## src/iscm_consts.vh

```
`ifndef ISCM_CONSTS_VH
`define ISCM_CONSTS_VH
// ==========================================================
// Access targets
`define ISCM_TGT_ONCHIP_MEM 3'h0
`define ISCM_TGT_MOD_8 3'h1
`define ISCM_TGT_MOD_16 3'h2
`define ISCM_TGT_EXT8_2ST 3'h3
`define ISCM_TGT_EXT8_3ST 3'h4
`define ISCM_TGT_EXT16_2ST 3'h5
`define ISCM_TGT_EXT16_3ST 3'h6
// ==========================================================
// Cycle kinds
`define ISCM_KIND_FETCH 2'h0
`define ISCM_KIND_BYTE 2'h1
`define ISCM_KIND_WORD 2'h2
`define ISCM_KIND_INTERNAL 2'h3
// ==========================================================
// State costs
`define ISCM_COST_ONE 8'h01
`define ISCM_COST_TWO 8'h02
`define ISCM_COST_THREE 8'h03
`define ISCM_COST_FOUR 8'h04
`define ISCM_COST_SIX 8'h06
// ==========================================================
// Opcode select bit
`define ISCM_OPC_MSB 7
// ==========================================================
// Reset values
`define ISCM_TOTAL_RST 16'h0000
`define ISCM_FLAG_RST 1'b0
`endif

```

## src/iscm_cycle_cost.v

```verilog
`timescale 1ns/1ps
`include "iscm_consts.vh"
module iscm_cycle_cost (
    input wire [2:0] target_i,
    input wire [1:0] kind_i,
    input wire [3:0] wait_i,
    output reg [7:0] cost_o
);
    wire [7:0] m_w;
    assign m_w = {4'h0, wait_i};
    always @* begin
        cost_o = `ISCM_COST_ONE;
        if (kind_i == `ISCM_KIND_INTERNAL) begin
            cost_o = `ISCM_COST_ONE; // [RQ8]
        end else begin
            case (target_i) // [RQ3]
                `ISCM_TGT_ONCHIP_MEM: cost_o = `ISCM_COST_ONE; // [RQ4]
                `ISCM_TGT_MOD_8: begin
                    if (kind_i == `ISCM_KIND_BYTE) begin
                        cost_o = `ISCM_COST_TWO; // [RQ5]
                    end else begin
                        cost_o = `ISCM_COST_FOUR; // [RQ5]
                    end
                end
                `ISCM_TGT_MOD_16: cost_o = `ISCM_COST_TWO; // [RQ5]
                `ISCM_TGT_EXT8_2ST: begin
                    if (kind_i == `ISCM_KIND_BYTE) begin
                        cost_o = `ISCM_COST_TWO; // [RQ6]
                    end else begin
                        cost_o = `ISCM_COST_FOUR; // [RQ6]
                    end
                end
                `ISCM_TGT_EXT8_3ST: begin
                    if (kind_i == `ISCM_KIND_BYTE) begin
                        cost_o = `ISCM_COST_THREE + m_w; // [RQ6] [RQ9]
                    end else begin
                        cost_o = `ISCM_COST_SIX + {m_w[6:0], 1'b0}; // [RQ6]
                    end
                end
                `ISCM_TGT_EXT16_2ST: cost_o = `ISCM_COST_TWO; // [RQ7]
                `ISCM_TGT_EXT16_3ST: cost_o = `ISCM_COST_THREE + m_w; // [RQ7]
                default: cost_o = `ISCM_COST_ONE;
            endcase
        end
    end
endmodule

```

## src/iscm_state_count.v

```verilog
`timescale 1ns/1ps
`include "iscm_consts.vh"
// What this block does
// RQ1: Total states equal the sum of each cycle type count times its cost.
// RQ2: Each instruction gives six separate cycle type counts.
// RQ3: A cycle cost depends on target, bus width and access size.
// RQ4: On-chip memory cycles take one state.
// RQ5: Module 8-bit bus costs 4 fetch/word and 2 byte; 16-bit bus costs 2.
// RQ6: External 8-bit: 4 or 2 in 2-state mode, 6+2m or 3+m in 3-state.
// RQ7: External 16-bit costs 2 in 2-state and 3+m in 3-state mode.
// RQ8: Internal operation cycles always cost one state.
// RQ9: m is the external wait count and lengthens 3-state access only.
// RQ10: Top bit of the eighth opcode byte selects between two groups.
// RQ11: Branch address and stack cycles cost as instruction fetch does.
module iscm_state_count (
    input wire clk_sys_i,
    input wire reset_n_i,
    input wire calc_i,
    input wire [3:0] fetch_cnt_i,
    input wire [3:0] branch_cnt_i,
    input wire [3:0] stack_cnt_i,
    input wire [3:0] byte_cnt_i,
    input wire [3:0] word_cnt_i,
    input wire [7:0] internal_cnt_i,
    input wire [2:0] code_tgt_i,
    input wire [2:0] stack_tgt_i,
    input wire [2:0] data_tgt_i,
    input wire [3:0] wait_i,
    input wire [7:0] eighth_opcode_byte_high_i,
    output reg [15:0] total_states_o,
    output reg group_sel_o,
    output reg done_o
);

    // ==========================================================
    // Per-cycle state costs
    wire [7:0] fetch_cost;
    wire [7:0] branch_addr_read_cost;
    wire [7:0] stack_cycle_cost;
    wire [7:0] byte_access_cost;
    wire [7:0] word_access_cost;
    wire [7:0] internal_op_cost;

    // ==========================================================
    // Counts at the result width
    wire [15:0] fetch_cnt_w;
    wire [15:0] branch_cnt_w;
    wire [15:0] stack_cnt_w;
    wire [15:0] byte_cnt_w;
    wire [15:0] word_cnt_w;
    wire [15:0] internal_cnt_w;

    // ==========================================================
    // Costs at the result width
    wire [15:0] fetch_cost_w;
    wire [15:0] branch_cost_w;
    wire [15:0] stack_cost_w;
    wire [15:0] byte_cost_w;
    wire [15:0] word_cost_w;
    wire [15:0] internal_cost_w;

    // ==========================================================
    // Weighted terms
    wire [15:0] fetch_term;
    wire [15:0] branch_term;
    wire [15:0] stack_term;
    wire [15:0] byte_term;
    wire [15:0] word_term;
    wire [15:0] internal_term;

    // ==========================================================
    // Adder tree
    wire [15:0] code_pair;
    wire [15:0] stack_pair;
    wire [15:0] data_pair;
    wire [15:0] access_sum;
    wire [15:0] sum_nxt;

    // ==========================================================
    // Group select
    wire group_bit;

    // ==========================================================
    // Next values of the result registers
    reg [15:0] total_nxt;
    reg group_nxt;
    reg done_nxt;

    // ==========================================================
    // Cost units; branch and stack reuse fetch pricing
    // Fetch cycles, priced on the code target
    iscm_cycle_cost u_fetch (
        .target_i(code_tgt_i),
        .kind_i(`ISCM_KIND_FETCH),
        .wait_i(wait_i),
        .cost_o(fetch_cost)
    );

    // Branch address reads: code target, fetch pricing
    iscm_cycle_cost u_branch ( // [RQ11]
        .target_i(code_tgt_i),
        .kind_i(`ISCM_KIND_FETCH),
        .wait_i(wait_i),
        .cost_o(branch_addr_read_cost)
    );

    // Stack cycles: own target, fetch pricing
    iscm_cycle_cost u_stack ( // [RQ11]
        .target_i(stack_tgt_i),
        .kind_i(`ISCM_KIND_FETCH),
        .wait_i(wait_i),
        .cost_o(stack_cycle_cost)
    );

    // Byte data cycles on the data target
    iscm_cycle_cost u_byte (
        .target_i(data_tgt_i),
        .kind_i(`ISCM_KIND_BYTE),
        .wait_i(wait_i),
        .cost_o(byte_access_cost)
    );

    // Word data cycles on the data target
    iscm_cycle_cost u_word (
        .target_i(data_tgt_i),
        .kind_i(`ISCM_KIND_WORD),
        .wait_i(wait_i),
        .cost_o(word_access_cost)
    );

    // Internal cycles; the target does not matter
    iscm_cycle_cost u_int (
        .target_i(data_tgt_i),
        .kind_i(`ISCM_KIND_INTERNAL),
        .wait_i(wait_i),
        .cost_o(internal_op_cost)
    );

    // ==========================================================
    // Zero extension keeps each product at full width
    assign fetch_cnt_w = {12'h000, fetch_cnt_i}; // [RQ2]
    assign branch_cnt_w = {12'h000, branch_cnt_i}; // [RQ2]
    assign stack_cnt_w = {12'h000, stack_cnt_i}; // [RQ2]
    assign byte_cnt_w = {12'h000, byte_cnt_i}; // [RQ2]
    assign word_cnt_w = {12'h000, word_cnt_i}; // [RQ2]
    assign internal_cnt_w = {8'h00, internal_cnt_i}; // [RQ2]

    assign fetch_cost_w = {8'h00, fetch_cost};
    assign branch_cost_w = {8'h00, branch_addr_read_cost};
    assign stack_cost_w = {8'h00, stack_cycle_cost};
    assign byte_cost_w = {8'h00, byte_access_cost};
    assign word_cost_w = {8'h00, word_access_cost};
    assign internal_cost_w = {8'h00, internal_op_cost};

    // ==========================================================
    // Products
    assign fetch_term = fetch_cnt_w * fetch_cost_w; // [RQ1]
    assign branch_term = branch_cnt_w * branch_cost_w; // [RQ1]
    assign stack_term = stack_cnt_w * stack_cost_w; // [RQ1]
    assign byte_term = byte_cnt_w * byte_cost_w; // [RQ1]
    assign word_term = word_cnt_w * word_cost_w; // [RQ1]
    assign internal_term = internal_cnt_w * internal_cost_w; // [RQ1]

    // ==========================================================
    // Sum; the worst case stays far below the 16-bit limit
    assign code_pair = fetch_term + branch_term;
    assign stack_pair = stack_term + internal_term;
    assign data_pair = byte_term + word_term;
    assign access_sum = code_pair + stack_pair;
    assign sum_nxt = access_sum + data_pair; // [RQ1]

    // ==========================================================
    // Group select from the top opcode bit
    assign group_bit = eighth_opcode_byte_high_i[`ISCM_OPC_MSB]; // [RQ10]

    // ==========================================================
    // Next values; total and group hold until the next request, done lasts one cycle
    always @* begin
        total_nxt = total_states_o;
        if (calc_i) begin
            total_nxt = sum_nxt; // [RQ1]
        end
    end

    always @* begin
        group_nxt = group_sel_o;
        if (calc_i) begin
            group_nxt = group_bit; // [RQ10]
        end
    end

    always @* begin
        done_nxt = 1'b0;
        if (calc_i) begin
            done_nxt = 1'b1;
        end
    end

    // ==========================================================
    // Result registers, synchronous reset
    always @(posedge clk_sys_i) begin
        if (!reset_n_i) begin
            total_states_o <= `ISCM_TOTAL_RST;
        end else begin
            total_states_o <= total_nxt; // [RQ1]
        end
    end

    always @(posedge clk_sys_i) begin
        if (!reset_n_i) begin
            group_sel_o <= `ISCM_FLAG_RST;
        end else begin
            group_sel_o <= group_nxt; // [RQ10]
        end
    end

    always @(posedge clk_sys_i) begin
        if (!reset_n_i) begin
            done_o <= `ISCM_FLAG_RST;
        end else begin
            done_o <= done_nxt;
        end
    end
endmodule

```

## config.mk

```make
export PLATFORM = sky130hd
export DESIGN_NAME = iscm_state_count
export DESIGN_NICKNAME = d
export VERILOG_FILES = /design/src/iscm_cycle_cost.v /design/src/iscm_state_count.v
export VERILOG_INCLUDE_DIRS = /design/src
export SDC_FILE = /design/constraint.sdc
export NUM_CORES = 1
export LEC_CHECK = 0
export BUFFER_PORTS_ARGS = -buffer_cell sky130_fd_sc_hd__buf_2
export CAP_MARGIN = 25
export CORE_MARGIN = 2
export CORE_UTILIZATION = 55
export DETAILED_ROUTE_END_ITERATION = 8
export GPL_ROUTABILITY_DRIVEN = 0
export PLACE_DENSITY = 0.86
export SLEW_MARGIN = 20
export SYNTH_ARGS = -nofsm -noshare
export SYNTH_HDL_FRONTEND = slang
export SYNTH_SLANG_ARGS = --single-unit
```

## constraint.sdc

```tcl
create_clock -name clk_sys_i -period 7.2 [get_ports clk_sys_i]
set_clock_uncertainty 0.1 [all_clocks]
set_input_delay 1.08 -clock clk_sys_i [delete_from_list [all_inputs] [get_ports clk_sys_i]]
set_output_delay 1.08 -clock clk_sys_i [all_outputs]
set_load 0.01 [all_outputs]
```

# After elaboration in Yosys (flattened, before gate mapping)
# Index checks and enable logic that the tools add are counted.
[classes]
reduce_logical = 8
n_eq_ne = 18
n_mul = 5
add_sub_neg = 7
n_mux = 5
[ops]
columns = ["operator", "count"]
rows = [
  ["$pmux 8 s4", 3],
  ["$mul 4x8->12", 5],
  ["$eq 3x3->1 const B", 9],
  ["$add 12x12->13", 2],
  ["$eq 3x2->1 const B", 6],
  ["$pmux 8 s2", 1],
  ["$add 14x13->15", 1],
  ["$add 13x13->14", 1],
  ["$reduce_or 2->1", 7],
  ["$add 12x8->13", 1],
  ["$eq 3x1->1 const B", 3],
  ["$add 3x5->6 const A", 1],
  ["$add 2x4->5 const A", 1],
  ["$reduce_or 4->1", 1],
  ["$mux 1", 1],
]
[word_totals]
elab_cells = 46
ff_bits = 18

# Logic depth before layout (Yosys ltp)
# Gate-level depths: netlist (run 1).
[logic_depth]
word_depth = 7
ltp_mapped = 27

# Hierarchy
# From an unflattened synthesis (run 1), not the netlist that was laid out.
[hier_totals]
cells_unflattened = 1082
hier_area_um2 = 9455.3
[modules_own_cells]
columns = ["mod", "instances", "cells_each", "area_each_um2", "seq_area_each_um2"]
rows = [
  ["iscm_state_count", 1, 866, 8096.5, 360.3],
  ["iscm_cycle_cost", 6, 36, 226.5, 0.0],
]

# Worst setup path after synthesis (run 1)
# No wires, ideal clock.
[synth_timing]
path_kind = "in2reg"
start = "in wait_i[0]"
end = "reg total_states_o[9]"
n_path_buf = 1
path_stages = 22
t_arrival_ps = 7082
setup_time_ps = 115
path_slack_ps = -98
t_required_ps = 6985
path_cell_list = "inv_1 ha_1 nand3b_2 clkbuf_1 nor4_1 fa_1 inv_1 fa_1 inv_1 fa_1 fa_1 fa_1 fa_1 inv_1 fa_1 inv_1 ha_1 a21o_1 a21oi_2 a21oi_1 or3_1 a31o_1"
[synth_via]
elab_chain_len = 6
word_cells_on_any_way = 16
classes_between = "add/sub (7); mul (5); mux (4)"
[synth_rtl]
columns = ["item", "line", "rtl"]
rows = [
  ["start, declared", "iscm_state_count.v:28", "input wire [3:0] wait_i,"],
  ["$add 3x5->6 (no line) or $add 2x4->5 (tied branches)", "--", ""],
  ["$pmux 8 s4", "iscm_cycle_cost.v:16", "case (target_i)"],
  ["$mul 4x8->12 (on tied branches)", "iscm_state_count.v:157, iscm_state_count.v:158, iscm_state_count.v:159", ""],
  ["$add 12x12->13 or $add 12x8->13 (tied branches)", "iscm_state_count.v:166, iscm_state_count.v:167", ""],
  ["$add 13x13->14", "iscm_state_count.v:169", "assign access_sum = code_pair + stack_pair;"],
  ["$add 14x13->15 *", "iscm_state_count.v:170", "assign sum_nxt = access_sum + data_pair;"],
  ["end signal, assigned", "iscm_state_count.v:203", "total_states_o <= `ISCM_TOTAL_RST;"],
  ["end signal, assigned", "iscm_state_count.v:205", "total_states_o <= total_nxt;"],
  ["end, declared", "iscm_state_count.v:30", "output reg [15:0] total_states_o,"],
]
# Every way passes the cells marked *; elsewhere a longest branch is shown, timed or not.
# A chain may end at the register's enable or synchronous reset.

# Worst setup path in the final report (run 1)
[layout_timing]
start = "in wait_i[1]"
end = "reg total_states_o[8]"
# The elaborated chain is that of the path after synthesis.

==> impl_metrics.ini, run 1 <==
[synthesis]
syn_avg_cell_area_sq_um = 8.45
synthCells = 606
synth-edff-count = 0
yosys_warnings = 0
synth_flop_cell = dfxtp_1
synthArstFlopShare_pct = 0
yosysUniqueCellTypes = 49
ys_ff_latch = 15
ys_seq_area_share_pct = 5.87
synth.cell_area_sq_um = 5120

[clock_tree]
numCtsBuffers = 3
clock_path_buffers = 2
cts_root_buffer = clkbuf_8
hold_buffers = 0
clk_latency_ps = 250
path_clk_slew_ps = 70
htreeDepth = 1
cts_tree = done
cts_sinks = 15

[setup_path]
cp-start-kind = primary input
timing.rr.end = total_states_o[9]$_SDFFE_PN0P_
cp_top_family = adder cells
cp_common_cell = fa_1
cp-endpoint = total_states_o[8]$_SDFFE_PN0P_
cp_num_buf_inv = 6
crit_type = primary input to register
r2r_slack_ps = 6360
cp-startpoint = wait_i[1]
crit_fanout = 4
cp.required_ps = 7300
reg2reg_from = total_states_o[9]$_SDFFE_PN0P_
cpPeakStageDelay_ps = 590
cp.depth = 25
critPathArrivalTime_ps = 7390
cp_slowest_cell = fa_1
crit_path_end_kind = register
reg2regPathDepth = 2

[timing]
drv_slew = 0
rsz0062_at_grt = true
layout_setup_ws_ps = -91.9
hold_violations = 0
finalCriticalPeriod_ps = 7290
finalCritPeriodShare_pct = 101
whs_ps = 383
fin_tns_setup_ps = -196
setup_viol = 4
max_freq_mhz = 137

[final_layout]
syn2layout_area_growth_pct = 27.1
final_util_pct = 71.1
n_antenna_cell = 0
finalInstanceArea_sq_um = 6510
final_cell_mix = inv_1 (143), fa_1 (97), buf_4 (72), buf_2 (56), nor2_1 (55)
finalNonFillerCells = 844
drive_gt1_share_pct = 29.1
fin_nets = 942
final_common_cell = inv_1

[grt]
grt_start_max_net_pins = 16
grt.met2_usage_pct = 52.9
grt_first_pass_wirelength_um = 24100
grtUsageTotal_pct = 30.7
grt_pass1_vias = 5094
busiest_layer = met2
use_met1_pct = 38.4
grt_antenna_before_repair = 0
met3_usage_pct = 4.85
gr-total-overflow = 0

[power]
p_leak_nw = 3.40
p_total_mw = 2.94
power_density_nw_per_um2 = 452
vdd_drop_max_mv = 0.516

[detailed_routing]
routedWlPerCell_um = 20.7
drt-total-wl_um = 17500
drt_iter0_drc = 642
vias_per_cell = 6.11
drc = 0
via_count = 5161
antenna_left = 0
drt-pass1-iter-count = 6

[placed_design]
hpwlAfterDp_um = 11300
placed_cells = 818
pre_cts_ws_ps = -507
post_dp_cell_area_sq_um = 5930
port_buffers = 59

[floorplan]
start_util_pct = 55.9
dieArea_sq_um = 10100
fp.coreArea_sq_um = 9150
top_level_ports = 70
std_cell_rows = 35
fp.dieH_um = 100
die_w_um = 100

[hold_path]
hold_path_class = register to register
hold_path_depth = 2

[flow_run]
drv_cap = 0

[run_status]
violations = setup timing
status = complete, but fails checks
## worst min-delay path by stage
stage,start,end
floorplan,total_states_o[7]$_SDFFE_PN0P_,total_states_o[7]$_SDFFE_PN0P_
global placement,total_states_o[7]$_SDFFE_PN0P_,total_states_o[7]$_SDFFE_PN0P_
detailed placement,total_states_o[7]$_SDFFE_PN0P_,total_states_o[7]$_SDFFE_PN0P_
CTS,total_states_o[7]$_SDFFE_PN0P_,total_states_o[7]$_SDFFE_PN0P_
global route,total_states_o[7]$_SDFFE_PN0P_,total_states_o[7]$_SDFFE_PN0P_
finish,total_states_o[7]$_SDFFE_PN0P_,total_states_o[7]$_SDFFE_PN0P_
## per-layer routing
layer / share of wire (%) / routed length, um
met3: 11 / 1890
met5: 0 / 0
met1: 33 / 5820
met4: 8.8 / 1530
met2: 47 / 8230
## worst min-delay path, cell delays in order, from the launching register on
cell	delay, ps
dfxtp_1	320
nand2_1	70
a21oi_1	50
## state kept, by name, summed over array words and instances, names as in the netlist
register        count
total_states_o     13
done_o              1
group_sel_o         1
## timing repair
action	CTS	global route
gates cloned	0	0
buffers inserted	13	10
gates resized for setup	35	65
hold endpoints to repair	0	0
endpoints found under the setup margin	7	9
pin swaps	23	64
## kinds of logic (layout without fill, tap and decap cells)
group                    count (synthesis)  after routing  share of synthesized area (%)
AND/OR/NAND/NOR                        192            192                           17.9
AO/OA/AOI/OAI                           60             60                           7.77
XOR/XNOR                                 4              4                           1.05
flip-flops                              15             15                           5.87
adder cells (fa/ha/maj)                156            156                           53.2
other                                    1              3                         0.0732
buffers and inverters                  172            297                           13.0
multiplexers                             6              6                           1.17
## cell usage after synthesis, drive strengths merged, types with 2 or more instances
master | number | area (sq um)
or2 | 3 | 18.8
mux2i | 6 | 60.1
o21bai | 2 | 15.0
nand2b | 7 | 43.8
o21ai | 14 | 73.8
xnor2 | 3 | 45.1
a21oi | 21 | 116
a21boi | 2 | 15.0
nor4 | 13 | 81.3
clkbuf | 9 | 33.8
or3 | 4 | 25.0
nor2 | 62 | 235
nand3 | 7 | 35.0
buf | 9 | 51.3
ha | 53 | 663
inv | 154 | 578
dfxtp | 15 | 300
nand2 | 47 | 176
and3 | 4 | 25.0
nand3b | 3 | 26.3
o211ai | 4 | 30.0
nor2b | 4 | 25.0
nor3 | 13 | 65.1
a211oi | 2 | 27.5
a31oi | 3 | 18.8
fa | 103 | 2060
a21o | 5 | 37.5
and2 | 22 | 138
## cell type report
type,count,area [sq um]
Timing Repair Buffer,139,945
Multi-Input combinational cell,421,4500
Inverter,154,578
Sequential cell,15,300
Clock buffer,4,45.0
Tap cell,111,139
Fill cell,559,2650
## where the power goes
part           internal (mW)  switching [mW]
combinational           1.29            1.47
sequential             0.106         0.00912
clock                 0.0393          0.0320
total                   1.43            1.51
(Power assumes the default switching activity.)
==> inputs of run 2 (changes only) <==
--- a/config.mk
+++ b/config.mk
@@ -8,11 +8,14 @@
 export LEC_CHECK = 0
 export BUFFER_PORTS_ARGS = -buffer_cell sky130_fd_sc_hd__buf_2
 export CAP_MARGIN = 25
+export CELL_PAD_IN_SITES_DETAIL_PLACEMENT = 1
+export CELL_PAD_IN_SITES_GLOBAL_PLACEMENT = 1
 export CORE_MARGIN = 2
-export CORE_UTILIZATION = 55
+export CORE_UTILIZATION = 41
 export DETAILED_ROUTE_END_ITERATION = 8
 export GPL_ROUTABILITY_DRIVEN = 0
-export PLACE_DENSITY = 0.86
+export MAX_ROUTING_LAYER = met4
+export PLACE_DENSITY = 0.85
 export SLEW_MARGIN = 20
 export SYNTH_ARGS = -nofsm -noshare
 export SYNTH_HDL_FRONTEND = slang
==> run 2 against run 1 <==
- the run still ends with setup timing left
- setup slack got worse by 390 ps
- critical path type unchanged
- flip-flop and latch count did not move
- cell count rose by 7.6%
==> impl_metrics.ini, run 2 (same netlist as run 1, synthesis figures left out) <==
[run_status]
status = complete, but fails checks
violations = setup timing

[detailed_routing]
wl_met2_um = 11400
top_layer = met4
drc = 0
drt-total-wl_um = 23900
via_count = 5398
drt_iter0_drc = 569
antenna_left = 0
routedWlPerCell_um = 26.3
vias_per_cell = 5.94
drt-pass1-iter-count = 6
wl_met3_um = 1880
drt-met1-wl_um = 8190

[floorplan]
start_util_pct = 42.3
fp.dieH_um = 116
fp.coreArea_sq_um = 12100
std_cell_rows = 40
die_w_um = 116
dieArea_sq_um = 13400
top_level_ports = 70

[timing]
max_freq_mhz = 130
worst_pin_slew_ps = 584
drv_slew = 0
fin_tns_setup_ps = -2950
relSlewSlack_pct = 60.7
rsz0062_at_grt = true
layout_setup_ws_ps = -482
finalCriticalPeriod_ps = 7680
setup_viol = 9
hold_violations = 0
finalCritPeriodShare_pct = 107

[final_layout]
reg_top3 = total_states_o: 13 flops, done_o: 1 flops, group_sel_o: 1 flops
finalInstanceArea_sq_um = 6630
drive_gt1_share_pct = 29.7
finalNonFillerCells = 908
syn2layout_area_growth_pct = 29.5
largest_reg_flops = 13
final_cell_mix = inv_1 (142), fa_1 (96), buf_4 (81), buf_2 (57), nor2_1 (56)
fin_nets = 949
regMostFlops = total_states_o
n_antenna_cell = 0
final_common_cell = inv_1

[grt]
grtUsageTotal_pct = 32.8
grt_antenna_before_repair = 0
gr-total-overflow = 0
grt_start_max_net_pins = 16
grt_pass1_vias = 5779
grt_first_pass_wirelength_um = 31600

[clock_tree]
cts_sinks = 15
numCtsBuffers = 3
hold_buffers = 0
cts_root_buffer = clkbuf_16
path_clk_slew_ps = 50
clk_latency_ps = 250
clock_path_buffers = 2
cts_tree = done
htreeDepth = 1

[setup_path]
crit_fanout = 4
r2r_slack_ps = 6330
crit_type = primary input to register
cp-start-kind = primary input
critPathArrivalTime_ps = 7770
crit_path_end_kind = register
cp.required_ps = 7290

[hold_path]
hold_path_class = register to register

[placed_design]
placed_cells = 880
port_buffers = 59
hpwlAfterDp_um = 15200
post_dp_cell_area_sq_um = 6050

[power]
swShare_pct = 52.9
power_frac_comb_pct = 93.4
p_leak_nw = 3.47
power.share.clock_pct = 3.2
seq_power_share_pct = 3.4
power.internal_mw = 1.64
vdd_drop_max_mv = 0.459
power_density_nw_per_um2 = 526
p_sw_mw = 1.85

[flow_run]
drv_cap = 0
## run 2: cell types whose count changed in the layout (fill, tap and decap cells not counted), moves of 2 or more
cell       before  now
buf_4          72   81
buf_6           9    4
clkbuf_16       0    3
clkbuf_8        3    0
nand2_1        42   45
nand2_2         4    1
nor2_4          4    1
a21oi_1        12   10
and2_1         21   19
and2_4          1    3
nor2_2          3    5
nor4_1         10   12
o21ai_1         3    5
## run 2: repair_timing
action,4_1_cts,5_1_grt
setup endpoints to repair,9,9
gates cloned,1,0
resized for setup,49,43
buffers inserted,10,13
pin swaps,46,54
## run 2: layout make-up
| type | instances | area [sq um] |
|---|---|---|
| sequential | 15 | 300 |
| inverter | 154 | 586 |
| fill | 1451 | 5480 |
| clock buffer | 4 | 78.8 |
| tap | 168 | 210 |
| timing repair buffer | 145 | 988 |
| multi-input combinational | 422 | 4470 |
## run 2: path summary, 6_finish.rpt
kind                                                     start                             end  depth (start not counted)
worst max-delay path                                 wait_i[0]  total_states_o[8]$_SDFFE_PN0P_                         27
worst min-delay path            total_states_o[3]$_SDFFE_PN0P_  total_states_o[3]$_SDFFE_PN0P_                          2
worst max register to register  total_states_o[8]$_SDFFE_PN0P_  total_states_o[8]$_SDFFE_PN0P_                          2
worst min register to register  total_states_o[3]$_SDFFE_PN0P_  total_states_o[3]$_SDFFE_PN0P_                          2
## run 2: layer usage
metal	up-vias	track usage, %
met5	-	-
met4	0	19.7
met3	202	5.18
met2	428	55.3
met1	2650	36.8
li1	2118	-
## run 2: worst max-delay path, stage by stage
cell      delay, ps
buf_8            90
inv_6            40
ha_4            170
xnor2_2         140
buf_4           150
a21oi_2         170
o21ai_1          90
buf_4           160
buf_6           110
and2_4          160
fa_1            640
inv_2            70
fa_1            490
fa_1            590
inv_2            70
fa_2            410
fa_1            450
fa_1            560
inv_1           110
fa_1            570
inv_1            60
ha_2            370
buf_4           160
nand2_1          90
a21o_1          190
a2111o_1        450
nand3_1         100
## run 2: power groups by stage
stage | Combinational, mW | Sequential (mW) | Clock, mW
2_1_floorplan | 1.37 | 0.123 | 0
3_3_place_gp | 1.98 | 0.114 | 0
3_5_place_dp | 2.25 | 0.116 | 0
4_1_cts | 2.59 | 0.115 | 0.110
5_1_grt | 3.36 | 0.119 | 0.119
6_report | 3.26 | 0.117 | 0.113
## run 2: per-stage QoR
step,worst slack [ps],power [mW],hold WS (ps),utilization (%)
2_1_floorplan,19.3,1.50,386,-
3_3_place_gp,-363,2.09,347,49.9
3_5_place_dp,-620,2.36,362,49.9
4_1_cts,-112,2.81,374,52.7
5_1_grt,-510,3.60,409,54.7
6_report,-482,3.49,386,54.7
